[src/grar_defines.svh]
// Offsets, field masks, reset values and widths of the generic register bank
`ifndef GRAR_DEFINES_SVH
`define GRAR_DEFINES_SVH

// Access port widths
`define GRAR_ADDR_W        8
`define GRAR_DATA_W        32

// Byte offsets of the registers
`define GRAR_OFS_CTRL      8'h00
`define GRAR_OFS_STATUS    8'h04
`define GRAR_OFS_CMD       8'h08
`define GRAR_OFS_DBG       8'h0C
`define GRAR_OFS_DROP      8'h10
`define GRAR_OFS_SET       8'h14

// Implemented bit masks; every other bit is reserved
`define GRAR_MASK_CTRL     32'h0000_00FF
`define GRAR_MASK_STATUS   32'h0000_000F
`define GRAR_MASK_CMD      32'h0000_00FF
`define GRAR_MASK_DBG      32'h0000_0003
`define GRAR_MASK_ALIAS    32'h0000_FFFF

// Reset values
`define GRAR_RST_CTRL      32'h0000_0001
`define GRAR_RST_CMD       32'h0000_0000
`define GRAR_RST_DBG       32'h0000_0000
`define GRAR_RST_ALIAS     32'h0000_0000

`endif

[src/grar_pkg.sv]
// Types shared by the generic register bank
package grar_pkg;

	// Register selected by an access address
	typedef enum logic [2:0] {
		GRAR_SEL_NONE   = 3'b000,
		GRAR_SEL_CTRL   = 3'b001,
		GRAR_SEL_STATUS = 3'b010,
		GRAR_SEL_CMD    = 3'b011,
		GRAR_SEL_DBG    = 3'b100,
		GRAR_SEL_DROP   = 3'b101,
		GRAR_SEL_SET    = 3'b110
	} grar_sel_t;

endpackage

[src/grar_reg_bank.sv]
// Generic register bank with access-type bits and a set/drop alias pair
`timescale 1ns/1ns
`include "grar_defines.svh"
module grar_reg_bank
	import grar_pkg::*;
(
	// Clock and resets
	input  wire logic                    ref_clk,
	input  wire logic                    rst_n,
	input  wire logic                    soft_rst,
	// Primary access port, read and write
	input  wire logic                    wr0_en,
	input  wire logic                    rd0_en,
	input  wire logic [`GRAR_ADDR_W-1:0] addr0,
	input  wire logic [`GRAR_DATA_W-1:0] wdata0,
	// Secondary write port
	input  wire logic                    wr1_en,
	input  wire logic [`GRAR_ADDR_W-1:0] addr1,
	input  wire logic [`GRAR_DATA_W-1:0] wdata1,
	// Read answer
	output logic      [`GRAR_DATA_W-1:0] rd_data,
	output logic                         rd_valid,
	// Hardware state shown in the read-only register
	input  wire logic [`GRAR_DATA_W-1:0] hw_status,
	// Register contents driving the rest of the peripheral
	output logic      [`GRAR_DATA_W-1:0] ctrl_value,
	output logic      [`GRAR_DATA_W-1:0] dbg_value,
	output logic      [`GRAR_DATA_W-1:0] alias_value,
	output logic      [`GRAR_DATA_W-1:0] cmd_value,
	output logic                         cmd_pulse
);

	// Address decode, used by both ports
	function automatic grar_sel_t grar_decode(input logic [`GRAR_ADDR_W-1:0] a);
		grar_sel_t s;
		s = GRAR_SEL_NONE;
		if (a == `GRAR_OFS_CTRL) begin
			s = GRAR_SEL_CTRL;
		end else if (a == `GRAR_OFS_STATUS) begin
			s = GRAR_SEL_STATUS;
		end else if (a == `GRAR_OFS_CMD) begin
			s = GRAR_SEL_CMD;
		end else if (a == `GRAR_OFS_DBG) begin
			s = GRAR_SEL_DBG;
		end else if (a == `GRAR_OFS_DROP) begin
			s = GRAR_SEL_DROP;
		end else if (a == `GRAR_OFS_SET) begin
			s = GRAR_SEL_SET;
		end
		return s;
	endfunction

	grar_sel_t                   sel0;
	grar_sel_t                   sel1;
	logic                        ctrl_hit0;
	logic                        ctrl_hit1;
	logic                        dbg_hit0;
	logic                        dbg_hit1;
	logic                        cmd_hit0;
	logic                        cmd_hit1;
	logic [`GRAR_DATA_W-1:0]     set_bits;
	logic [`GRAR_DATA_W-1:0]     drop_bits;
	logic [`GRAR_DATA_W-1:0]     next_ctrl;
	logic [`GRAR_DATA_W-1:0]     next_dbg;
	logic [`GRAR_DATA_W-1:0]     next_cmd;
	logic                        next_cmd_pulse;
	logic [`GRAR_DATA_W-1:0]     shared_bits;
	logic [`GRAR_DATA_W-1:0]     rd_word;

	// Decode of both ports
	assign sel0      = grar_decode(addr0);
	assign sel1      = grar_decode(addr1);
	assign ctrl_hit0 = wr0_en && (sel0 == GRAR_SEL_CTRL);
	assign ctrl_hit1 = wr1_en && (sel1 == GRAR_SEL_CTRL);
	assign dbg_hit0  = wr0_en && (sel0 == GRAR_SEL_DBG);
	assign dbg_hit1  = wr1_en && (sel1 == GRAR_SEL_DBG);
	assign cmd_hit0  = wr0_en && (sel0 == GRAR_SEL_CMD);
	assign cmd_hit1  = wr1_en && (sel1 == GRAR_SEL_CMD);

	assign set_bits  = ((wr0_en && sel0 == GRAR_SEL_SET) ? wdata0 : '0)
		| ((wr1_en && sel1 == GRAR_SEL_SET) ? wdata1 : '0);
	assign drop_bits = ((wr0_en && sel0 == GRAR_SEL_DROP) ? wdata0 : '0)
		| ((wr1_en && sel1 == GRAR_SEL_DROP) ? wdata1 : '0);

	// Read/write storage, primary port wins on a clash
	assign next_ctrl = ctrl_hit0 ? (wdata0 & `GRAR_MASK_CTRL)
		: ctrl_hit1 ? (wdata1 & `GRAR_MASK_CTRL) : ctrl_value;
	assign next_dbg  = dbg_hit0 ? (wdata0 & `GRAR_MASK_DBG)
		: dbg_hit1 ? (wdata1 & `GRAR_MASK_DBG) : dbg_value;

	// Write-only command, one pulse per write
	assign next_cmd       = cmd_hit0 ? (wdata0 & `GRAR_MASK_CMD)
		: cmd_hit1 ? (wdata1 & `GRAR_MASK_CMD) : cmd_value;
	assign next_cmd_pulse = cmd_hit0 || cmd_hit1;

	// Shared bits behind the alias pair
	grar_alias_reg #(
		.WIDTH     (`GRAR_DATA_W),
		.RST_VALUE (`GRAR_RST_ALIAS)
	) u_alias (
		.ref_clk   (ref_clk),
		.rst_n     (rst_n),
		.soft_rst  (soft_rst),
		.set_bits  (set_bits & `GRAR_MASK_ALIAS),
		.drop_bits (drop_bits & `GRAR_MASK_ALIAS),
		.value     (shared_bits)
	);

	// Shared bits shown to the peripheral, straight from the alias flops
	assign alias_value = shared_bits;

	// Read selection; unmapped and write-only read zero
	// Status shows live hardware state
	// Both aliases read the same bits
	assign rd_word =
		(sel0 == GRAR_SEL_CTRL)   ? ctrl_value :
		(sel0 == GRAR_SEL_STATUS) ? (hw_status & `GRAR_MASK_STATUS) :
		(sel0 == GRAR_SEL_DBG)    ? dbg_value :
		(sel0 == GRAR_SEL_DROP)   ? (shared_bits & `GRAR_MASK_ALIAS) :
		(sel0 == GRAR_SEL_SET)    ? (shared_bits & `GRAR_MASK_ALIAS) : '0;

	// Control and command registers, soft reset restores
	always_ff @(posedge ref_clk or negedge rst_n) begin
		if (!rst_n) begin
			ctrl_value <= `GRAR_RST_CTRL;
			cmd_value  <= `GRAR_RST_CMD;
			cmd_pulse  <= 1'b0;
		end else if (soft_rst) begin
			ctrl_value <= `GRAR_RST_CTRL;
			cmd_value  <= `GRAR_RST_CMD;
			cmd_pulse  <= 1'b0;
		end else begin
			ctrl_value <= next_ctrl;
			cmd_value  <= next_cmd;
			cmd_pulse  <= next_cmd_pulse;
		end
	end

	always_ff @(posedge ref_clk or negedge rst_n) begin
		if (!rst_n) begin
			dbg_value <= `GRAR_RST_DBG;
		end else begin
			dbg_value <= next_dbg;
		end
	end

	// Registered read answer, one cycle after the request
	always_ff @(posedge ref_clk or negedge rst_n) begin
		if (!rst_n) begin
			rd_data  <= '0;
			rd_valid <= 1'b0;
		end else begin
			rd_data  <= rd0_en ? rd_word : '0;
			rd_valid <= rd0_en;
		end
	end

endmodule

[src/grar_alias_reg.sv]
// Shared register behind a set alias and a drop alias
`timescale 1ns/1ns
module grar_alias_reg #(
	parameter int          WIDTH     = 32,
	parameter logic [31:0] RST_VALUE = 32'h0000_0000
) (
	// Clock and resets
	input  wire logic             ref_clk,
	input  wire logic             rst_n,
	input  wire logic             soft_rst,
	// Bit masks already gated by their write strobes
	input  wire logic [WIDTH-1:0] set_bits,
	input  wire logic [WIDTH-1:0] drop_bits,
	// Shared underlying bits
	output logic      [WIDTH-1:0] value
);

	logic [WIDTH-1:0] next_value;

	assign next_value = (value | set_bits) & ~drop_bits;

	always_ff @(posedge ref_clk or negedge rst_n) begin
		if (!rst_n) begin
			value <= RST_VALUE[WIDTH-1:0];
		end else if (soft_rst) begin
			value <= RST_VALUE[WIDTH-1:0];
		end else begin
			value <= next_value;
		end
	end

endmodule

[config.mk]
export PLATFORM = sky130hd
export DESIGN_NAME = grar_reg_bank
export DESIGN_NICKNAME = d
export VERILOG_FILES = /design/src/grar_pkg.sv /design/src/grar_reg_bank.sv /design/src/grar_alias_reg.sv
export VERILOG_INCLUDE_DIRS = /design/src /design/src/src
export SDC_FILE = /design/constraint.sdc
export NUM_CORES = 1
export LEC_CHECK = 0
export ABC_AREA = 0
export BUFFER_PORTS_ARGS = -buffer_cell sky130_fd_sc_hd__buf_2
export CAP_MARGIN = 10
export CORE_AREA = 2 2 110 112
export CTS_BUF_LIST = sky130_fd_sc_hd__clkbuf_4 sky130_fd_sc_hd__clkbuf_8
export DETAILED_ROUTE_END_ITERATION = 6
export DIE_AREA = 0 0 112 114
export PLACE_DENSITY = 0.76
export SYNTH_ARGS = -nofsm -noshare
export SYNTH_HDL_FRONTEND = slang
export SYNTH_SLANG_ARGS = --single-unit
[constraint.sdc]
create_clock -name ref_clk -period 0.9 [get_ports ref_clk]
set_input_delay 0 -clock ref_clk [delete_from_list [all_inputs] [get_ports ref_clk]]
set_output_delay 0 -clock ref_clk [all_outputs]
set_load 0.005 [all_outputs]
== Yosys cells after proc, flatten, opt, wreduce, memory -nomap -nowiden ==
Index checks and enable logic that the tools add are counted.
Cells by class
  eq/ne operators: 21
  bitwise gates (word level): 5
  reduce and logical (&&, ||, !) cells: 16
  muxes and demuxes: 32
Operators by type and width (number)
  two-way mux 32 bit: 13
  two-way mux 16 bit: 6
  two-way mux 3 bit: 12
  AND 32 bit: 1
  == test 8 x 4 -> 1 bit (second input constant): 4
  == test 8 x 5 -> 1 bit (second input constant): 4
  NOT 16 -> 32 bit: 1
  bitwise OR 16 bit: 2
  bitwise OR 32 x 16 -> 32 bit: 1
  == test 3 bit (second input constant): 6
  == test 8 x 3 -> 1 bit (second input constant): 2
  logical NOT 8 bit: 2
  logical AND 1 bit: 10
  == test 3 x 2 -> 1 bit (second input constant): 3
  == test 3 x 1 -> 1 bit (second input constant): 2
  nonzero test 3 bit: 2
  nonzero test 2 bit: 1
  logical OR 1 bit: 1
  two-way mux 1 bit: 1
Storage, ports and cells
  word-level logic and storage cells: 81
  bits in registers: 162
  bits of input ports: 118
  output and inout bits: 162

== Longest topological paths before layout ==
Gate-level depths: netlist (run 1).
  depth after elaboration: 14
  gate-level depth with buffers: 6
  depth with buffers taken out: 4

== By module ==
A second synthesis (run 1) with hierarchy kept.
Second synthesis, totals
  cell total of the unflattened synthesis: 396
  area total of the unflattened synthesis: 4120.2 µm²
Modules (own cells, without submodules)
  grar_reg_bank: cells an instance 297, area an instance 2836.5 µm², instances 1, seq. area each 902.1 µm²
  grar_alias_reg: cells an instance 99, area an instance 1283.7 µm², instances 1, seq. area each 800.8 µm²

== Least setup slack after synthesis (run 1) ==
OpenSTA, ideal clock, no wires.
  path kind: in2reg
  start: input port addr0[1]
  end: register u_alias.value[10]
  data required time: 789 ps
  setup time: 111 ps
  arrival time: 1112 ps
  path buffers: 1
  stages on the path: 5
  setup slack: -323 ps
  cells stage by stage: nor3_2 > and3_4 > buf_6 > a221oi_1 > a2111oi_2
Between the ends
  cells in the longest elaborated chain, start to end: 14
  elaborated cells between the ends (all ways): 24
  classes of those cells: eq/ne: 7; mux: 9; bitwise: 5; reduce/logical: 3
RTL lines
  start, declared: line grar_reg_bank.sv:14  | input wire logic [`GRAR_ADDR_W-1:0] addr0,
  == test 8 x 5 -> 1 bit (no source line)
  two-way mux 3 bit: line grar_reg_bank.sv:47  | end else if (a == `GRAR_OFS_SET) begin
  two-way mux 3 bit: line grar_reg_bank.sv:45  | end else if (a == `GRAR_OFS_DROP) begin
  two-way mux 3 bit: line grar_reg_bank.sv:43  | end else if (a == `GRAR_OFS_DBG) begin
  two-way mux 3 bit: line grar_reg_bank.sv:41  | end else if (a == `GRAR_OFS_CMD) begin
  two-way mux 3 bit: line grar_reg_bank.sv:39  | end else if (a == `GRAR_OFS_STATUS) begin
  two-way mux 3 bit (*): line grar_reg_bank.sv:37  | if (a == `GRAR_OFS_CTRL) begin
  == test 3 bit, on equally long branches: line grar_reg_bank.sv:80, grar_reg_bank.sv:82
  logical AND 1 bit, on equally long branches: line grar_reg_bank.sv:80, grar_reg_bank.sv:82
  two-way mux 16 bit, on equally long branches: line grar_reg_bank.sv:80, grar_reg_bank.sv:82
  bitwise OR 16 bit, on equally long branches: line grar_reg_bank.sv:81, grar_reg_bank.sv:83
  bitwise OR 32 x 16 -> 32 bit or NOT 16 -> 32 bit (tied branches): line grar_alias_reg.sv:20  | assign next_value = (value | set_bits) & ~drop_bits;
  AND 32 bit (*): line grar_alias_reg.sv:20
  two-way mux 32 bit (*): line grar_alias_reg.sv:25  | end else if (soft_rst) begin
  end signal, assigned: line grar_alias_reg.sv:24  | value <= RST_VALUE[WIDTH-1:0];
  end signal, assigned: line grar_alias_reg.sv:26  | value <= RST_VALUE[WIDTH-1:0];
  end signal, assigned: line grar_alias_reg.sv:28  | value <= next_value;
  end, declared: line grar_alias_reg.sv:15  | output logic [WIDTH-1:0] value
Mark *: on every way between the ends. The rest lies on a longest branch, timed or not.
A chain may end at the register's enable or synchronous reset.

==> flow_summary.toml, run 1 <==
[run_status]
outcome = "finished with violations"
violations = "negative setup slack"

[min_path]
hp-class = "primary input to flip-flop"
hp-start = "wdata1[4]"
whs_path_depth = 3

[grt]
grt_max_degree = 25
grt_antenna_before_repair = 1
grt_util_all_layers = 0.1520
grt_pass1_vias = 3001
overflow = 0
grt_first_pass_wirelength_um = 15590

[critical_path]
slowest_delay_ps = 550
critPathLaunch = "ctrl_value[0]$_DFFE_PN1P_"
cp_slowest_cell = "dfstp_2"
crit_chain = "inv_2, a31oi_1, and3b_1, o21bai_1"
r2r_cells = 4
crit_type = "flip-flop to flip-flop"
crit_required_ps = 1150
cp-end-kind = "flip-flop"
reg2reg_from = "ctrl_value[0]$_DFFE_PN1P_"
cp_data_arrival_time_ps = 1430
path_max_fanout = 2
startpoint_type = "flip-flop"

[placed_design]
dpl.hpwl_um = 7557
dpl_cell_area_sq_mm = 0.004227
io_buffers = 109
gp_congestion = 0.8651

[power_and_ir_drop]
ir_worst_vdd_mv = 0.9527
p_leak_uw = 0.002730
finalPower_uw = 4671
powerDensity_mw_per_mm2 = 896.5

[clocking]
numCtsBuffers = 5
cts_tree = "built"
htreeDepth = 2
clock-sinks = 52
cts_root_buffer = "clkbuf_8"
clk_path_buf_depth = 2
clkLatencyLatePin_ps = 310
clkTransAtPathRegs_ps = 90

[logic_synthesis]
ys_ff_latch = 52
synth_edf_count = 0
yosysSeqAreaShare = 0.3713
synth_area_per_cell_sq_um = 10.26
syn_inst = 342
async_reset_ff_frac = 1.000
syn_area_sq_mm = 0.003508
yosysTopAreaCell = "dfrtp_1"
synth_top_cell_area_share = 0.3638
ys_warn_count = 0
synthFlopType = "dfrtp_1"
synth.distinct_cells = 42
synth.area.top_cells = "dfrtp_1 (36%), buf_4 (24%), mux2i_1 (4.3%)"

[finish]
seq_area_sq_mm = 0.001304
layout_commonest_cell = "conb_1"
fin_area_sq_mm = 0.005210
drive_gt1_frac = 0.4924
multi_input_area_sq_mm = 0.002047
final_cell_mix = "conb_1 (110), buf_2 (92), dfrtp_1 (50), buf_6 (35), buf_4 (34)"
layout.nets = 642
area_growth_pct = 48.50
n_fill_cell = 1046

[sta]
maxSlewViolCount = 0
finalSetupViolations = 43
min_period_ps = 1186
finalHoldViolCount = 0
finalClockSkew_ps = 7.800
fin_ws_ps = -286.0
rsz0062_at_grt = "true"
fmax_ghz = 0.8431
fin_crit_sh = 1.318

[floorplan]
ios = 280
die_height_um = 114
die_x_um = 112
std_cell_rows = 40
core_sq_mm = 0.01171
initial_utilization = 0.2996
die-area_sq_mm = 0.01277

[route]
wl_per_cell_um = 16.60
drc_errors = 0
vias = 3172
avgViaCountPerCell = 4.720
ant_nets = 0
routed_wl_um = 11150
drt_pre_antenna_iters = 4
drt_iter0_drc = 168

[job]
maxCapViolCount = 0
## flip-flops by register name, indices dropped and copies added (netlist names)
register       flops
rd_data           16
u_alias.value     16
cmd_value          8
ctrl_value         8
dbg_value          2
cmd_pulse          1
rd_valid           1
## cell type report
class                      instances  area share
timing repair buffer             193      0.3019
antenna                            1   0.0004803
inverter                           1   0.0007205
tap                              147     0.03530
sequential                        52      0.2502
clock buffer                       7     0.01849
multi-input combinational        271      0.3929
## worst paths after layout
check                      slack (ps)                          to
setup / recovery                 -290   ctrl_value[0]$_DFFE_PN1P_
hold / removal                     10  u_alias.value[4]$_DFF_PN0_
setup reg to reg                 -290   ctrl_value[0]$_DFFE_PN1P_
hold reg to reg                   570  u_alias.value[6]$_DFF_PN0_
max in group asynchronous         250       rd_data[15]$_DFF_PN0_
min in group asynchronous         130       rd_data[11]$_DFF_PN0_
## cell families after synthesis
family          share of synthesized area
simple gates                       0.1469
mux                               0.05884
other cells                      0.001069
compound gates                     0.1591
buf+inv                            0.2628
flops                              0.3713
## metrics by stage
stage	setup WS (ps)	instances	utilization	hold slack (ps)	setup TNS, ps
finish	-286.0	672	0.4449	12.80	-2919
global route	-332.9	671	0.4447	8.026	-5582
CTS	-186.3	660	0.4208	1.214	-1913
detailed placement	-486.4	623	0.3609	-57.95	-17870
global placement	-392.3	623	0.3609	-65.90	-16130
floorplan	-252.5	451	-	-295.6	-7975
## Yosys cell counts, types with 3 or more instances
master	instances
buf_4	110
dfrtp_1	51
nor2_1	28
a211oi_1	15
a221oi_1	15
mux2i_1	15
and3_1	11
and3b_1	10
a2111oi_2	8
a221o_1	8
clkbuf_1	7
a22oi_1	6
mux2_2	5
nor2b_1	5
nor3_1	5
buf_2	4
nand2_1	4
buf_6	3
o21ai_0	3
## repair_timing
item                                   in CTS  in global routing
gates cloned                                1                  2
buffers inserted                           13                  9
setup endpoints to repair                  41                 63
endpoints found under the hold margin      65                  0
resized for setup                          68                 37
hold buffers                               16                  0
pin swaps                                  30                 26
## where the power goes
group / switching (uW) / internal, uW
Sequential: 13.2 / 2350
Combinational: 485 / 363
Clock: 773 / 687
Total: 1270 / 3400
## routing by layer
metal / vias up / global-route usage / routed length, um
met5: - / 0 / 0
met3: 36 / 0.04251 / 1101
met1: 1536 / 0.1614 / 3811
met4: 0 / 0.06016 / 416
met2: 215 / 0.2853 / 5823
li1: 1385 / - / -
## critical path: cells and delay by family, from the launching register on
family | cells | cell delay [ps]
AND/OR/NAND/NOR | 1 | 220
AO/OA/AOI/OAI | 2 | 320
flip-flops | 1 | 550
buffers and inverters | 1 | 40
No activity file was read; power rests on OpenSTA's default activity.
==> run 2, diff against run 1 <==
==> constraint.sdc (replaced) <==
create_clock -name ref_clk -period 0.9 [get_ports ref_clk]
set_input_delay 0.045 -clock ref_clk [delete_from_list [all_inputs] [get_ports ref_clk]]
set_output_delay 0.045 -clock ref_clk [all_outputs]
set_load 0.005 [all_outputs]
==> flow_summary.toml, run 2 (synthesis results as in run 1) <==
[critical_path]
startpoint_type = "flip-flop"
crit_required_ps = 850
cp-end-kind = "output port"
crit_type = "flip-flop to output port"
slowest_delay_ps = 550
path_max_fanout = 2
crit_buf_inv = 2
cp_data_arrival_time_ps = 1040
critPathTopFamily = "flip-flops"
cp_slowest_cell = "dfstp_2"
crit_chain = "buf_4, buf_6"

[sta]
fin_ws_ps = -181.1
fin_crit_sh = 1.201
min_period_ps = 1081
finalHoldViolCount = 0
finalSetupViolations = 68
finalClockSkew_ps = 8.429
rsz0062_at_grt = "true"
maxSlewViolCount = 0
fmax_ghz = 0.9250

[route]
drt_iter0_drc = 213
drc_errors = 0
wl_per_cell_um = 16.08
routed_wl_um = 10740
vias = 3162
avgViaCountPerCell = 4.734
ant_nets = 0
drt_pre_antenna_iters = 4

[finish]
layout.nets = 638
layout_commonest_cell = "conb_1"
fin_cells = 668
largest_registers = "rd_data x16, u_alias.value x16"
final_cell_mix = "conb_1 (110), buf_2 (93), dfrtp_1 (50), buf_4 (44), buf_6 (27)"
area_growth_pct = 45.26
drive_gt1_frac = 0.5048
insertedDiodeCount = 0

[min_path]
hp-class = "primary input to flip-flop"

[clocking]
htreeDepth = 2
clk_path_buf_depth = 2
cts_tree = "built"
clkLatencyLatePin_ps = 300
numCtsBuffers = 5
clkTransAtPathRegs_ps = 90
clock-sinks = 52
cts_root_buffer = "clkbuf_8"

[floorplan]
die_x_um = 112
initial_utilization = 0.2996
core_sq_mm = 0.01171
die_height_um = 114
die-area_sq_mm = 0.01277
std_cell_rows = 40
ios = 280

[grt]
overflow = 0
grt_pass1_vias = 3007
grt_util_all_layers = 0.1507
grt_max_degree = 53
grt_first_pass_wirelength_um = 15500
grt_antenna_before_repair = 0

[power_and_ir_drop]
powerDensity_mw_per_mm2 = 936.6
ir_worst_vdd_mv = 0.7598
p_leak_uw = 0.002728

[placed_design]
dp.cells = 623
dpl.hpwl_um = 7203
dp_slack_ps = -566.9
io_buffers = 109
gp_congestion = 0.8430

[run_status]
violations = "negative setup slack"
outcome = "finished with violations"

[job]
maxCapViolCount = 0
==> run 2: cell count changes in the layout (fill, tap and decap cells not counted), sizes merged <==
cell | previous run | this run
dlygate4sd3 | 16 | 10
and3 | 12 | 14
clkbuf | 10 | 8
buf | 174 | 175
bufinv | 0 | 1
clkinv | 0 | 1
diode | 1 | 0
==> run 2: through the flow <==
stage / util / power, uW / cell area, sq um / setup TNS (ps) / hold WS, ps
6_report: 0.4352 / 4773 / 5096 / -5387 / 38.14
5_1_grt: 0.4352 / 4980 / 5096 / -8385 / 31.80
4_1_cts: 0.4146 / 4751 / 4856 / -4457 / 44.13
3_5_place_dp: 0.3620 / 3063 / 4239 / -22740 / 63.61
3_3_place_gp: 0.3620 / 3045 / 4239 / -20120 / 58.72
2_1_floorplan: - / 2997 / 4059 / -10210 / -250.6
==> run 2: timing repair <==
action                                  in CTS  in global routing
gates resized for setup                     53                 43
setup buffers                               19                  7
endpoints found under the setup margin      71                 81
gates cloned                                 2                  2
pin swaps                                   21                 24
endpoints found under the hold margin       61                  0
hold buffers                                10                  0
==> run 2: worst min-delay path: cells and delay by family <==
kind                   cells  cell delay, ps
buffers and inverters      1             140
AO/OA/AOI/OAI              1              40
AND/OR/NAND/NOR            1              90
==> run 2: area by class of cell <==
class,count,area [sq um]
clock inverter,2,35.03
multi-input combinational,273,2038
sequential,52,1304
timing repair buffer,187,1455
fill,1057,6615
clock buffer,6,76.32
inverter,1,3.754
tap,147,183.9
==> run 2: final timing paths <==
kind                                                 start                         end  slack, ps  depth (start not counted)
worst min-delay path                             wdata0[6]    cmd_value[6]$_DFFE_PN0P_         40                          3
worst min register to register  u_alias.value[6]$_DFF_PN0_  u_alias.value[6]$_DFF_PN0_        580                          2
worst max register to register   ctrl_value[0]$_DFFE_PN1P_   ctrl_value[0]$_DFFE_PN1P_       -170                          4
max in group asynchronous                            rst_n   ctrl_value[0]$_DFFE_PN1P_        340                          3
worst max-delay path             ctrl_value[0]$_DFFE_PN1P_               ctrl_value[0]       -180                          2
min in group asynchronous                            rst_n       rd_data[12]$_DFF_PN0_        270                          3
==> run 2: where the power goes <==
group | switching (uW) | total (uW) | internal [uW] | leakage [uW]
logic | 476 | 819 | 343 | 0.00195
registers | 11.5 | 2360 | 2350 | 0.000718
clock network | 736 | 1590 | 856 | 0.0000586
==> run 2: metal layers <==
layer / part of all wire / wire length [um] / global-route usage / up-vias
met5: 0 / 0 / 0 / -
met4: 0.045 / 483 / 0.08293 / 0
met3: 0.099 / 1067 / 0.02604 / 42
met2: 0.52 / 5555 / 0.2796 / 229
met1: 0.34 / 3638 / 0.1630 / 1505
li1: - / - / - / 1386
